`src/verilog/cre_regs.svh`:
```
// register offsets, field positions, codes and widths of the cipher engine control block
`ifndef CRE_REGS_SVH
`define CRE_REGS_SVH

// ----------------------------------------------------------------------
// register port geometry
// ----------------------------------------------------------------------
`define CRE_AW 6
`define CRE_DW 16
`define CRE_REG_HI 5
`define CRE_TSEL_LO 3
`define CRE_KSEL_LO 4
`define CRE_TIDX_HI 2
`define CRE_KIDX_HI 3

// ----------------------------------------------------------------------
// word offsets (16-bit words)
// ----------------------------------------------------------------------
`define CRE_OFS_CONH 6'h00
`define CRE_OFS_CONL 6'h01
`define CRE_OFS_STAT 6'h02
`define CRE_SEL_TXTA 3'h1
`define CRE_SEL_TXTB 3'h2
`define CRE_SEL_TXTC 3'h3
`define CRE_SEL_KEY 2'h2

// ----------------------------------------------------------------------
// engine_control_high fields
// ----------------------------------------------------------------------
`define CRE_CONH_RSVD 15
`define CRE_CONH_CTRW_HI 14
`define CRE_CONH_CTRW_LO 8
`define CRE_CONH_KHALF 7
`define CRE_CONH_KMODE_HI 6
`define CRE_CONH_KMODE_LO 5
`define CRE_CONH_ERASE 4
`define CRE_CONH_KSRC_HI 3
`define CRE_CONH_KSRC_LO 0

// ----------------------------------------------------------------------
// engine_control_low and status fields
// ----------------------------------------------------------------------
`define CRE_CONL_EN 15
`define CRE_CONL_GO 8
`define CRE_CONL_OPM_HI 7
`define CRE_CONL_OPM_LO 4
`define CRE_CONL_CSEL 3
`define CRE_CONL_CMODE_HI 2
`define CRE_CONL_CMODE_LO 0
`define CRE_STAT_BUSY 7
`define CRE_STAT_ABRT 5
`define CRE_STAT_ROLL 4
`define CRE_STAT_MODF 2
`define CRE_STAT_KEYF 1

// ----------------------------------------------------------------------
// codes and widths
// ----------------------------------------------------------------------
`define CRE_CMODE_CTR 3'h4
`define CRE_CMODE_LAST 3'h4
`define CRE_OPM_ENC 4'h2
`define CRE_OPM_DEC 4'h3
`define CRE_KM_0 2'h0
`define CRE_KM_1 2'h1
`define CRE_KM_2 2'h2
`define CRE_KM_3 2'h3
`define CRE_OTP_CFG_PAGE 4'h0
`define CRE_OTP_DW 64
`define CRE_CTRW_MAX 7'h7f
`define CRE_RDATA_ZERO 16'h0000

`endif
```
`src/verilog/cre_pkg.sv`:
```
// types shared by the cipher engine control block
package cre_pkg;

  typedef enum logic [2:0] {
    CRE_KC_DES1 = 3'b000,
    CRE_KC_TDES2 = 3'b001,
    CRE_KC_TDES3 = 3'b010,
    CRE_KC_AES128 = 3'b011,
    CRE_KC_AES192 = 3'b100,
    CRE_KC_AES256 = 3'b101,
    CRE_KC_RSVD = 3'b111
  } cre_keycfg_e;

  typedef enum logic {
    CRE_PH_IDLE = 1'b0,
    CRE_PH_RUN = 1'b1
  } cre_phase_e;

  typedef struct packed {
    logic [15:0] rdata;
    logic [6:0] ctr_w;
    logic key_half;
    logic [1:0] key_mode;
    logic erase;
    logic [3:0] key_src;
    logic enable;
    cre_phase_e phase;
    logic [3:0] op_mode;
    logic cph_sel;
    logic [2:0] cph_mode;
    logic abort;
    logic roll_st;
    logic roll_pulse;
    logic mode_fail;
    logic key_fail;
    cre_keycfg_e key_cfg;
    logic [127:0] txt_a;
    logic [127:0] txt_b;
    logic [127:0] txt_c;
    logic [255:0] key;
  } cre_state_s;

endpackage

```
`src/verilog/cre_ctr_if.sv`:
```
// counter request and answer between the control core and the counter stepper
`timescale 1ns/100ps
`default_nettype none

interface cre_ctr_if;
  logic [127:0] value;
  logic [6:0] width;
  logic [127:0] nxt;
  logic wrap;

  modport core (output value, output width, input nxt, input wrap);
  modport ctr (input value, input width, output nxt, output wrap);
endinterface // cre_ctr_if

`default_nettype wire

```
`src/verilog/cre_core.sv`:
```
// data arrays, key store and high control register of the cipher engine
// Functional notes
// - bus array and key writes ignored while running
// - each text array is one 128-bit element
// - wide arrays accessed as ordinary 16-bit words
// - text C holds result and OTP data
// - key store is write-only, reads zero
// - key store loaded by bus or OTP
// - text B counter, width code plus one
// - width code zero uses bit zero only
// - counter width only acts in CTR mode
// - key half select steers key destination
// - DES key mode decode, 10 reserved
// - AES key mode decode, 11 reserved
// - erase bit pulses, cleared next clock
// - 4-bit key source in bits 3:0
// - fields cleared on reset or power-off
// - config fields locked while running, except key half and erase
// - control high bit 15 reads zero
// - OTP configuration page never reachable
// - start bit cleared when operation completes
// - cipher select picks AES or DES
`timescale 1ns/100ps
`default_nettype none
`include "cre_regs.svh"

module cre_core (
  input wire logic mclk_i,
  input wire logic rstn_i,
  input wire logic module_power_off_i,
  input wire logic [`CRE_AW-1:0] sfr_addr_i,
  input wire logic sfr_wr_i,
  input wire logic sfr_rd_i,
  input wire logic [`CRE_DW-1:0] sfr_wdata_i,
  output logic [`CRE_DW-1:0] sfr_rdata_o,
  input wire logic op_done_i,
  input wire logic dp_txta_we_i,
  input wire logic dp_txtb_we_i,
  input wire logic dp_txtc_we_i,
  input wire logic [127:0] dp_data_i,
  input wire logic key_wr_i,
  input wire logic [127:0] key_data_i,
  input wire logic otp_load_i,
  input wire logic [3:0] otp_page_i,
  input wire logic [127:0] otp_data_i,
  output logic enable_o,
  output logic op_start_o,
  output logic [3:0] op_mode_o,
  output logic cipher_select_o,
  output logic [2:0] cipher_mode_o,
  output logic [3:0] key_source_sel_o,
  output logic key_half_sel_o,
  output cre_pkg::cre_keycfg_e key_cfg_o,
  output logic [255:0] key_store_o,
  output logic [127:0] text_a_o,
  output logic [127:0] text_b_o,
  output logic [127:0] text_c_o,
  output logic [`CRE_OTP_DW-1:0] otp_prog_data_o,
  output logic key_ram_erase_o,
  output logic rollover_o
);

  cre_pkg::cre_state_s st;
  cre_pkg::cre_state_s next_st;
  cre_ctr_if cbus ();

  logic running;
  logic [2:0] rsel;
  logic [`CRE_TIDX_HI:0] tidx;
  logic [`CRE_KIDX_HI:0] kidx;
  logic wr_conh;
  logic wr_conl;
  logic wr_stat;
  logic wr_txta;
  logic wr_txtb;
  logic wr_txtc;
  logic wr_key;
  logic ctr_apply;
  logic go_req;
  logic cmode_bad;
  logic [15:0] conh_view;
  logic [15:0] conl_view;
  logic [15:0] stat_view;

  // ----------------------------------------------------------------------
  // counter stepper
  // ----------------------------------------------------------------------
  assign cbus.value = st.txt_b;
  assign cbus.width = st.ctr_w;

  cre_ctr u_ctr (
    .bus (cbus.ctr)
  );

  // ----------------------------------------------------------------------
  // address decode
  // ----------------------------------------------------------------------
  // each wide array is split into 16-bit word windows, so software sees
  // plain registers while storage stays one flop array
  always_comb begin
    running = (st.phase == cre_pkg::CRE_PH_RUN);
    rsel = sfr_addr_i[`CRE_REG_HI:`CRE_TSEL_LO];
    tidx = sfr_addr_i[`CRE_TIDX_HI:0];
    kidx = sfr_addr_i[`CRE_KIDX_HI:0];
    wr_conh = sfr_wr_i && (sfr_addr_i == `CRE_OFS_CONH);
    wr_conl = sfr_wr_i && (sfr_addr_i == `CRE_OFS_CONL);
    wr_stat = sfr_wr_i && (sfr_addr_i == `CRE_OFS_STAT);
    // data writes from the bus are dropped for the whole run
    wr_txta = sfr_wr_i && !running && (rsel == `CRE_SEL_TXTA);
    wr_txtb = sfr_wr_i && !running && (rsel == `CRE_SEL_TXTB);
    wr_txtc = sfr_wr_i && !running && (rsel == `CRE_SEL_TXTC);
    wr_key = sfr_wr_i && !running
      && (sfr_addr_i[`CRE_REG_HI:`CRE_KSEL_LO] == `CRE_SEL_KEY);
    go_req = wr_conl && sfr_wdata_i[`CRE_CONL_GO] && !running;
    cmode_bad = (sfr_wdata_i[`CRE_CONL_CMODE_HI:`CRE_CONL_CMODE_LO] > `CRE_CMODE_LAST);
    // counter steps only for CTR encrypt or decrypt runs
    ctr_apply = running && op_done_i
      && (st.cph_mode == `CRE_CMODE_CTR)
      && ((st.op_mode == `CRE_OPM_ENC) || (st.op_mode == `CRE_OPM_DEC));
  end

  // ----------------------------------------------------------------------
  // read views
  // ----------------------------------------------------------------------
  always_comb begin
    conh_view = '0;
    conh_view[`CRE_CONH_RSVD] = 1'b0;
    conh_view[`CRE_CONH_CTRW_HI:`CRE_CONH_CTRW_LO] = st.ctr_w;
    conh_view[`CRE_CONH_KHALF] = st.key_half;
    conh_view[`CRE_CONH_KMODE_HI:`CRE_CONH_KMODE_LO] = st.key_mode;
    conh_view[`CRE_CONH_ERASE] = st.erase;
    conh_view[`CRE_CONH_KSRC_HI:`CRE_CONH_KSRC_LO] = st.key_src;
    conl_view = '0;
    conl_view[`CRE_CONL_EN] = st.enable;
    conl_view[`CRE_CONL_GO] = running;
    conl_view[`CRE_CONL_OPM_HI:`CRE_CONL_OPM_LO] = st.op_mode;
    conl_view[`CRE_CONL_CSEL] = st.cph_sel;
    conl_view[`CRE_CONL_CMODE_HI:`CRE_CONL_CMODE_LO] = st.cph_mode;
    stat_view = '0;
    stat_view[`CRE_STAT_BUSY] = running;
    stat_view[`CRE_STAT_ABRT] = st.abort;
    stat_view[`CRE_STAT_ROLL] = st.roll_st;
    stat_view[`CRE_STAT_MODF] = st.mode_fail;
    stat_view[`CRE_STAT_KEYF] = st.key_fail;
  end

  // ----------------------------------------------------------------------
  // next state
  // ----------------------------------------------------------------------
  always_comb begin
    next_st = st;
    next_st.roll_pulse = 1'b0;
    // erase is a one-clock request; the bit never reads back as one for long
    next_st.erase = 1'b0;

    // control high: only key half and erase stay writable during a run
    if (wr_conh) begin
      next_st.key_half = sfr_wdata_i[`CRE_CONH_KHALF];
      next_st.erase = sfr_wdata_i[`CRE_CONH_ERASE];
      if (!running) begin
        next_st.ctr_w = sfr_wdata_i[`CRE_CONH_CTRW_HI:`CRE_CONH_CTRW_LO];
        next_st.key_mode = sfr_wdata_i[`CRE_CONH_KMODE_HI:`CRE_CONH_KMODE_LO];
        next_st.key_src = sfr_wdata_i[`CRE_CONH_KSRC_HI:`CRE_CONH_KSRC_LO];
      end
    end

    // control low: settings locked while running, start bit always visible
    if (wr_conl) begin
      if (!running) begin
        next_st.enable = sfr_wdata_i[`CRE_CONL_EN];
        next_st.op_mode = sfr_wdata_i[`CRE_CONL_OPM_HI:`CRE_CONL_OPM_LO];
        next_st.cph_sel = sfr_wdata_i[`CRE_CONL_CSEL];
        next_st.cph_mode = sfr_wdata_i[`CRE_CONL_CMODE_HI:`CRE_CONL_CMODE_LO];
      end else if (!sfr_wdata_i[`CRE_CONL_GO]) begin
        // software clearing the start bit stops the run
        next_st.phase = cre_pkg::CRE_PH_IDLE;
        next_st.abort = 1'b1;
      end
    end

    // key length decode follows the cipher selected on the bus
    case ({next_st.cph_sel, next_st.key_mode})
      {1'b0, `CRE_KM_0}: next_st.key_cfg = cre_pkg::CRE_KC_DES1;
      {1'b0, `CRE_KM_1}: next_st.key_cfg = cre_pkg::CRE_KC_TDES2;
      {1'b0, `CRE_KM_3}: next_st.key_cfg = cre_pkg::CRE_KC_TDES3;
      {1'b1, `CRE_KM_0}: next_st.key_cfg = cre_pkg::CRE_KC_AES128;
      {1'b1, `CRE_KM_1}: next_st.key_cfg = cre_pkg::CRE_KC_AES192;
      {1'b1, `CRE_KM_2}: next_st.key_cfg = cre_pkg::CRE_KC_AES256;
      default: next_st.key_cfg = cre_pkg::CRE_KC_RSVD;
    endcase

    // status: write one to clear; a same-cycle hardware set wins below
    if (wr_stat) begin
      if (sfr_wdata_i[`CRE_STAT_ABRT]) begin
        next_st.abort = 1'b0;
      end
      if (sfr_wdata_i[`CRE_STAT_ROLL]) begin
        next_st.roll_st = 1'b0;
      end
      if (sfr_wdata_i[`CRE_STAT_MODF]) begin
        next_st.mode_fail = 1'b0;
      end
      if (sfr_wdata_i[`CRE_STAT_KEYF]) begin
        next_st.key_fail = 1'b0;
      end
    end

    // run sequencing
    case (st.phase)
      cre_pkg::CRE_PH_IDLE: begin
        if (go_req && next_st.enable) begin
          if (next_st.key_cfg == cre_pkg::CRE_KC_RSVD) begin
            next_st.key_fail = 1'b1;
          end else if (cmode_bad) begin
            next_st.mode_fail = 1'b1;
          end else begin
            next_st.phase = cre_pkg::CRE_PH_RUN;
            next_st.abort = 1'b0;
          end
        end
      end
      cre_pkg::CRE_PH_RUN: begin
        if (op_done_i && next_st.phase == cre_pkg::CRE_PH_RUN) begin
          next_st.phase = cre_pkg::CRE_PH_IDLE;
        end
      end
      default: begin
        next_st.phase = cre_pkg::CRE_PH_IDLE;
      end
    endcase

    // text arrays: bus word writes when idle, datapath writes any time
    if (wr_txta) begin
      next_st.txt_a[tidx*16 +: 16] = sfr_wdata_i;
    end
    if (wr_txtb) begin
      next_st.txt_b[tidx*16 +: 16] = sfr_wdata_i;
    end
    if (wr_txtc) begin
      next_st.txt_c[tidx*16 +: 16] = sfr_wdata_i;
    end
    if (dp_txta_we_i) begin
      next_st.txt_a = dp_data_i;
    end
    if (dp_txtb_we_i) begin
      next_st.txt_b = dp_data_i;
    end
    if (dp_txtc_we_i) begin
      next_st.txt_c = dp_data_i;
    end

    // counter step overrides a datapath write to text B in the same cycle
    if (ctr_apply) begin
      next_st.txt_b = cbus.nxt;
      if (cbus.wrap) begin
        next_st.roll_st = 1'b1;
        next_st.roll_pulse = 1'b1;
      end
    end

    // key store: bus word writes, datapath keys and OTP transfers
    if (wr_key) begin
      next_st.key[kidx*16 +: 16] = sfr_wdata_i;
    end
    if (key_wr_i) begin
      if (st.key_half) begin
        next_st.key[255:128] = key_data_i;
      end else begin
        next_st.key[127:0] = key_data_i;
      end
    end
    // the configuration page is never copied into software-visible storage
    if (otp_load_i && (otp_page_i != `CRE_OTP_CFG_PAGE)) begin
      if (st.key_half) begin
        next_st.key[255:128] = otp_data_i;
      end else begin
        next_st.key[127:0] = otp_data_i;
      end
    end

    // registered read data; key words and unmapped words read zero
    next_st.rdata = `CRE_RDATA_ZERO;
    if (sfr_rd_i) begin
      if (sfr_addr_i == `CRE_OFS_CONH) begin
        next_st.rdata = conh_view;
      end else if (sfr_addr_i == `CRE_OFS_CONL) begin
        next_st.rdata = conl_view;
      end else if (sfr_addr_i == `CRE_OFS_STAT) begin
        next_st.rdata = stat_view;
      end else if (rsel == `CRE_SEL_TXTA) begin
        next_st.rdata = st.txt_a[tidx*16 +: 16];
      end else if (rsel == `CRE_SEL_TXTB) begin
        next_st.rdata = st.txt_b[tidx*16 +: 16];
      end else if (rsel == `CRE_SEL_TXTC) begin
        next_st.rdata = st.txt_c[tidx*16 +: 16];
      end else begin
        next_st.rdata = `CRE_RDATA_ZERO;
      end
    end

    // power-off drops all settings and data, like a reset
    if (module_power_off_i) begin
      next_st = '0;
    end
  end

  // ----------------------------------------------------------------------
  // state register
  // ----------------------------------------------------------------------
  always_ff @(posedge mclk_i) begin
    if (!rstn_i) begin
      st <= '0;
    end else begin
      st <= next_st;
    end
  end

  // ----------------------------------------------------------------------
  // outputs
  // ----------------------------------------------------------------------
  // every output is a plain view of a state flop
  assign sfr_rdata_o = st.rdata;
  assign enable_o = st.enable;
  assign op_start_o = (st.phase == cre_pkg::CRE_PH_RUN);
  assign op_mode_o = st.op_mode;
  assign cipher_select_o = st.cph_sel;
  assign cipher_mode_o = st.cph_mode;
  assign key_source_sel_o = st.key_src;
  assign key_half_sel_o = st.key_half;
  assign key_cfg_o = st.key_cfg;
  // key goes only to the cipher datapath, never to the read mux
  assign key_store_o = st.key;
  assign text_a_o = st.txt_a;
  assign text_b_o = st.txt_b;
  assign text_c_o = st.txt_c;
  assign otp_prog_data_o = st.txt_c[`CRE_OTP_DW-1:0];
  assign key_ram_erase_o = st.erase;
  assign rollover_o = st.roll_pulse;

endmodule // cre_core

`default_nettype wire

```
`src/verilog/cre_ctr.sv`:
```
// counter stepper: increments the low width+1 bits of a 128-bit word
`timescale 1ns/100ps
`default_nettype none
`include "cre_regs.svh"

module cre_ctr (
  cre_ctr_if.ctr bus
);

  logic [127:0] mask;
  logic [127:0] inc;

  // ----------------------------------------------------------------------
  // step
  // ----------------------------------------------------------------------
  always_comb begin
    mask = {128{1'b1}} >> (`CRE_CTRW_MAX - bus.width);
    inc = ((bus.value & mask) + 128'h1) & mask;
    bus.nxt = (bus.value & ~mask) | inc;
    // a one-bit counter wraps exactly when bit zero falls from one to zero
    bus.wrap = (inc == '0);
  end

endmodule // cre_ctr

`default_nettype wire

```
`config.mk`:
```
export PLATFORM = sky130hd
export DESIGN_NAME = cre_core
export DESIGN_NICKNAME = d
export VERILOG_FILES = /design/src/verilog/cre_pkg.sv /design/src/verilog/cre_ctr_if.sv /design/src/verilog/cre_core.sv /design/src/verilog/cre_ctr.sv
export VERILOG_INCLUDE_DIRS = /design/src /design/src/verilog
export SDC_FILE = /design/constraint.sdc
export NUM_CORES = 2
export LEC_CHECK = 0
export BUFFER_PORTS_ARGS = -buffer_cell sky130_fd_sc_hd__buf_4
export CORE_AREA = 3 3 456 458
export CTS_CLUSTER_SIZE = 24
export DETAILED_ROUTE_END_ITERATION = 10
export DIE_AREA = 0 0 459 461
export GPL_TIMING_DRIVEN = 0
export SETUP_SLACK_MARGIN = 0.3
export SYNTH_ARGS = -nofsm -noshare
export SYNTH_HDL_FRONTEND = slang
export SYNTH_HIERARCHICAL = 1
export SYNTH_SLANG_ARGS = --single-unit
```
`constraint.sdc`:
```
create_clock -name mclk_i -period 5.9 [get_ports mclk_i]
set_clock_uncertainty 0.1 [all_clocks]
set_input_delay 0.295 -clock mclk_i [delete_from_list [all_inputs] [get_ports mclk_i]]
set_output_delay 0.295 -clock mclk_i [all_outputs]
set_load 0.005 [all_outputs]
```
Word-level counts from Yosys, hierarchy flattened. Cells that the tools add are included.

Bits in registers: 689. Input port bits: 421. Output and inout port bits: 740. Word-level logic and storage cells: 149.

Add/sub/neg operators: 4. Order comparisons: 1. Equal/unequal tests: 15. Shifts and indexed selects: 8. Multiplexer cells: 57. Bitwise logic cells: 10. Reduce and logical (&&, ||, !) cells: 32.

Operators by type and width (number): $mux W128 (11); $mux W256 (3); $and A128 B128 Y128 (3); $bwmux W128 (3); $shiftx A128 B8 Y16 (3); $bwmux W256 (1); $shift A16 B34 Y256 const A (1); $shiftx A16 B34 Y256 (1); $add A128 B1 Y128 const B (1); $logic_not A128 Y1 (1); $not A128 Y128 (1); $or A128 B128 Y128 (1); $shift A16 B34 Y128 const A (1); $shiftx A16 B34 Y128 (1); $shr A128 B7 Y128 const A (1); $mux W16 (5); $neg A7 Y34 (1); $neg A8 Y34 (1); $mux W1 (20); $pmux W3 S6 (1); $logic_and A1 B1 Y1 (16); $eq A3 B3 Y1 const B (5); $mux W15 (1); $mux W2 (7); 25 further kinds (37).

Longest topological paths before layout.
Depth after elaboration: 9. Depth in mapped cells: 20. Gate-level depth less buffers: 15.

Modules after synthesis. Netlist, hierarchy kept.

By module, submodules not included: cre_core (instances 1, cells an instance 5177, area each 42268.0 µm², sequential area each 13793.2 µm²); cre_ctr (instances 1, cells an instance 1572, area each 9690.5 µm², sequential area each 0.0 µm²).

Worst setup path after synthesis. OpenSTA, ideal clock, no wires.

Path kind: flip-flop to flip-flop. Start: register st (netlist bit cbus.width[3]). End: register st[646] (netlist name). Setup time: 0.071 ns. Arrival time: 4.915 ns. Required time: 5.729 ns. Path slack: 0.814 ns. Stages on the path, launching flop included: 19. Path buffers: 3. Clock period less this slack: 5.086 ns. Cell sequence: dfxtp_1 buf_4 buf_6 nor4_1 clkbuf_1 a21boi_0 ha_1 nand4_1 a31oi_1 nand4b_1 nor4_1 nand4_1 or4_1 xnor2_1 a221o_1 or4_1 nor4_2 nand2_1 a21oi_1.

Word-level cells in the longest chain between the ends: 8.

Ends and longest elaborated chain: start: declaration (RTL line cre_core.sv:63) `cre_pkg::cre_state_s st;`; start signal: assignment (RTL line cre_core.sv:314) `st <= next_st;`; $sub A7 B7 Y7 (no source line) *; $shr A128 B7 Y128 * (RTL line cre_ctr.sv:17) `` mask = {128{1'b1}} >> (`CRE_CTRW_MAX - bus.width); ``; $and A128 B128 Y128 (RTL line cre_ctr.sv:18) `inc = ((bus.value & mask) + 128'h1) & mask;`; $add A128 B1 Y128 (RTL line cre_ctr.sv:18); $and A128 B128 Y128 * (RTL line cre_ctr.sv:18); $logic_not A128 Y1 * (RTL line cre_ctr.sv:21) `bus.wrap = (inc == '0);`; named net cbus.wrap (RTL line cre_ctr_if.sv:9) `logic wrap;`; $mux W2 * (RTL line cre_core.sv:255) `if (cbus.wrap) begin`; $mux W2 * (RTL line cre_core.sv:253) `if (ctr_apply) begin`.

The timed path passes the listed nets; every way through them passes the cells marked *. A chain may end at the register's enable or synchronous reset.

Worst setup path in the final report.
Start: register st (netlist bit text_b_o[37]). End: register st (netlist bit rollover_o).

Word-level cells in the longest chain between the ends: 5.

Ends and longest elaborated chain (RTL line): $and A128 B128 Y128 (cre_ctr.sv:18); $add A128 B1 Y128 (cre_ctr.sv:18); $and A128 B128 Y128 (cre_ctr.sv:18); $logic_not A128 Y1 (cre_ctr.sv:21); named net cbus.wrap (cre_ctr_if.sv:9); $mux W2 (cre_core.sv:255).

The timed path passes the listed nets, and every way through them passes these cells.

==> flow_metrics.env <==
export IMPL_synth_top_family_by_area="simple AND/OR/NAND/NOR gates"
export IMPL_syn_area_mm2=0.0520
export IMPL_synth_seq_area_share=0.265
export IMPL_worstHoldPathType="primary input to register"
export IMPL_routed_wl_mm=531
export IMPL_violations="max-capacitance violations, max-slew violations"
export IMPL_vias=71300
export IMPL_synth_mux_area_frac=0.0719
export IMPL_max_cap_viol_count=4
export IMPL_synth_nets=7177
export IMPL_io_pins=1161
export IMPL_cts_htree_levels=3
export IMPL_switching_power_w=0.00473
export IMPL_avgSynthCellArea_um2=7.70
export IMPL_p_sw_frac=0.337
export IMPL_placementRows=166
export IMPL_power_density_mw_per_mm2=186
export IMPL_cpMostUsedCell="nand4_1"
export IMPL_worstPathRequired_ns=6.41
export IMPL_synth_cell_types=104
export IMPL_crit_buf_inv=2
export IMPL_clockRootBuffer="clkbuf_16"
export IMPL_crit_chain="clkbuf_1, nand4_1, o22ai_2, nand3_1, nor3_4, nand4_1, buf_4, or4_1, xnor2_1, a221o_1, or4_4, nor4_4, nand2_4, nor2_4"
export IMPL_cts_tree="built"
export IMPL_cp_end_kind="register"
export IMPL_gr_usage_all_layers=0.478
export IMPL_grt_max_degree=15
export IMPL_slew_violations=26
export IMPL_dieArea_mm2=0.212
export IMPL_clock_latency_ns=0.73
export IMPL_nets=9047
export IMPL_outcome="complete, but fails checks"
export IMPL_yosys_area_top_type="dfxtp_1"
export IMPL_final_hold_violation_count=0
export IMPL_combPwrFrac=0.222
export IMPL_gp_congestion=1.09
export IMPL_worstPathArrival_ns=6.31
export IMPL_die_h_um=461
export IMPL_synth_compound_area_frac=0.234
export IMPL_grt_pass1_vias=66200
export IMPL_dp_hpwl_mm=431
export IMPL_hold_start="key_data_i[14]"
export IMPL_crit_path_max_fanout=8
export IMPL_rsz0062_at_grt="true"
export IMPL_maxSlewHeadroom=-0.0717
export IMPL_drt_initial_drc_count=9960
export IMPL_setup_slack_ns=0.0963
export IMPL_power_w=0.0140
export IMPL_r2r_end="rollover_o$_SDFF_PP0_"
export IMPL_wl_per_cell_um=46.3
export IMPL_dr_pass1_iters=6
export IMPL_cts_sinks=689
export IMPL_worstHoldEndpoint="key_store_o[14]$_SDFF_PP0_"
export IMPL_drc_errors=0
export IMPL_synthXorXnorAreaFrac=0.0324
export IMPL_yosysWarnings=6
export IMPL_seq_power_share=0.367
export IMPL_start_util=0.254
export IMPL_ant_nets=0
export IMPL_synth_area_leaders="dfxtp_1 (27%), buf_4 (11%), nor2_1 (4.5%)"
export IMPL_grt_pass1_wl_mm=673
export IMPL_setup_viol=0
export IMPL_peakVddDrop_v=0.000225
export IMPL_synth_top_area_frac=0.265
export IMPL_clk_pin_slew_ns=0.07
export IMPL_synthArstFlopShare=0
export IMPL_period_share=0.984
export IMPL_reg2reg_depth=14
export IMPL_synth_cells=6749
export IMPL_critical_path_max_stage_delay_ns=0.62
export IMPL_start_kind="register"
export IMPL_worst_path_max_delay_cell="dfxtp_1"
export IMPL_r2r_start="text_b_o[37]$_SDFFE_PP0P_"
export IMPL_die_w_um=459
export IMPL_hold_depth=5
export IMPL_port_buffer_count=1156
export IMPL_leakagePower_nw=30.8
export IMPL_area_delta_synth_final_pct=44.9
export IMPL_yosys_register_bits=689
export IMPL_synth_edf_count=0
export IMPL_antenna_found_initial=130
export IMPL_min_period_ns=5.80
export IMPL_critPathTopFamily="simple AND/OR/NAND/NOR gates"
export IMPL_post_route_util=0.368
export IMPL_grt_overflow_total=0
export IMPL_tightest_slew_ns=1.59
export IMPL_cts_buffer_depth=3
export IMPL_synthAdderAreaFrac=0.00169
export IMPL_synth_simple_gate_area_share=0.236
export IMPL_fmax_ghz=0.172
export IMPL_drt_vias_per_instance=6.21
export IMPL_p_int_w=0.00929
export IMPL_rrSetupSlack_ns=0.1
export IMPL_ys_dominant_reg_cell="dfxtp_1"
export IMPL_numCtsBuffers=79
export IMPL_drive_above_1_share=0.315
export IMPL_post_place_ws_ns=-3.22
export IMPL_critPathKind="register to register"
export IMPL_fp_coreArea_mm2=0.204
export IMPL_power_share_clock=0.410
[layout make-up]
| class | count | area [um2] |
|---|---|---|
| Timing Repair Buffer | 1789 | 14900 |
| Multi-Input combinational cell | 4697 | 31500 |
| Sequential cell | 689 | 13900 |
| Inverter | 38 | 146 |
| Antenna cell | 107 | 268 |
| Buffer | 1325 | 8490 |
| Clock inverter | 31 | 534 |
| Tap cell | 2688 | 3360 |
| Clock buffer | 113 | 2320 |
| Fill cell | 21700 | 129000 |
[cell families (layout without fill, tap and decap cells)]
group           Yosys count  in the layout
buf+inv                1363           3296
xor+xnor                192            192
other cells               0            107
mux                     265            265
simple gates           2460           2460
fa+ha+maj                 7              7
flops                   689            689
compound gates         1773           1773
[worst register-to-register path, stage by stage (launching register included)]
cell	delay [ns]
dfxtp_1	0.62
clkbuf_1	0.55
nand4_1	0.19
o22ai_2	0.47
nand3_1	0.46
nor3_4	0.43
nand4_1	0.14
buf_4	0.19
or4_1	0.58
xnor2_1	0.16
a221o_1	0.36
or4_4	0.55
nor4_4	0.41
nand2_4	0.18
nor2_4	0.29
[metrics by stage]
step,TNS (ns),instances,hold slack [ns],cell area (um2)
CTS,0,11400,0.00124,74700
global placement,-59.17,10600,0.349,64000
finish,0,11500,0.0268,75300
detailed placement,-34.17,10600,0.359,64500
floorplan,0,6749,0.336,52000
global route,0,11400,0.00147,75100
[how the worst max path moves through the flow]
stage | to | start | cells after the start | slack, ns
global route | rollover_o$_SDFF_PP0_ | cbus.width[4]$_SDFFE_PP0P_ | 18 | 0.19
finish | rollover_o$_SDFF_PP0_ | text_b_o[37]$_SDFFE_PP0P_ | 14 | 0.1
CTS | rollover_o$_SDFF_PP0_ | cbus.width[2]$_SDFFE_PP0P_ | 19 | 0.24
floorplan | st[646]$_SDFF_PP0_ | cbus.width[3]$_SDFFE_PP0P_ | 18 | 0.81
detailed placement | rollover_o$_SDFF_PP0_ | cbus.width[0]$_SDFFE_PP0P_ | 14 | -3.22
global placement | rollover_o$_SDFF_PP0_ | cbus.width[0]$_SDFFE_PP0P_ | 17 | -4.24
[layer usage]
| layer | up-vias | GRT usage | share of wire |
|---|---|---|---|
| met5 | - | 0.00689 | 0.00091 |
| met4 | 60 | 0.512 | 0.13 |
| met3 | 2102 | 0.157 | 0.10 |
| met2 | 5994 | 0.709 | 0.42 |
| met1 | 35000 | 0.516 | 0.35 |
| li1 | 28100 | - | - |
[timing repair]
item / CTS / global route
pin swaps: 56 / 17
hold endpoints to repair: 516 / 1
setup buffers: 87 / 13
setup endpoints to repair: 76 / 26
hold buffers: 501 / 1
gates resized for setup: 384 / 56
[registers in the layout, summed over array words and instances, names as in the netlist, 2 cells and up]
signal / flops
cbus.width: 7
cipher_mode_o: 3
conh_view: 2
key_cfg_o: 3
key_source_sel_o: 4
key_store_o: 256
op_mode_o: 4
sfr_rdata_o: 16
st: 4
text_a_o: 128
text_b_o: 128
text_c_o: 128
[power groups by stage]
stage	clock network, W	logic [W]	registers [W]
final	0.00575	0.00312	0.00515
after global routing	0.00587	0.00314	0.00512
after CTS	0.00569	0.00294	0.00512
after detailed placement	0	0.00265	0.00522
after global placement	0	0.00263	0.00523
after floorplan	0	0.00113	0.00497
[cell usage after synthesis, types with 37 or more instances]
cell type	n
a22o_1	70
nor4_1	151
dfxtp_1	689
a31oi_1	61
nand3_1	191
xor2_1	88
o21ai_0	233
xnor2_1	104
and2_1	98
and3_1	95
or4_1	54
nor3_1	274
inv_1	37
buf_4	764
nand2_1	575
or3_1	92
nor2_1	625
a211oi_1	246
a221oi_1	67
mux2i_1	175
o22ai_1	90
clkbuf_1	421
mux4_2	86
nand4_1	117
buf_2	95
a21oi_1	454
o2bb2ai_1	103
o211ai_1	116
a221o_1	99
[layout by cell type, fill, tap and decap left out, types with 45 or more instances in the layout]
master / synthesis / final
or3_1: 92 / 91
o22ai_1: 90 / 88
and2_1: 98 / 97
a211oi_1: 246 / 237
a31oi_1: 61 / 59
nand4_1: 117 / 117
xnor2_1: 104 / 104
diode_2: 0 / 107
nor3_1: 274 / 259
o2bb2ai_1: 103 / 101
nand2_1: 575 / 565
or4_1: 54 / 45
and3_1: 95 / 93
a22o_1: 70 / 70
nor4_1: 151 / 102
clkbuf_16: 0 / 83
mux4_2: 86 / 86
o211ai_1: 116 / 116
dlygate4sd3_1: 0 / 502
mux2i_1: 175 / 173
o21ai_0: 233 / 221
clkbuf_1: 421 / 383
a221oi_1: 67 / 67
xor2_1: 88 / 87
buf_4: 764 / 2022
buf_2: 95 / 80
a21oi_1: 454 / 440
nor2_1: 625 / 615
dfxtp_1: 689 / 659
nand3_1: 191 / 183
a221o_1: 99 / 99
Power figures use the tool's default switching activity.
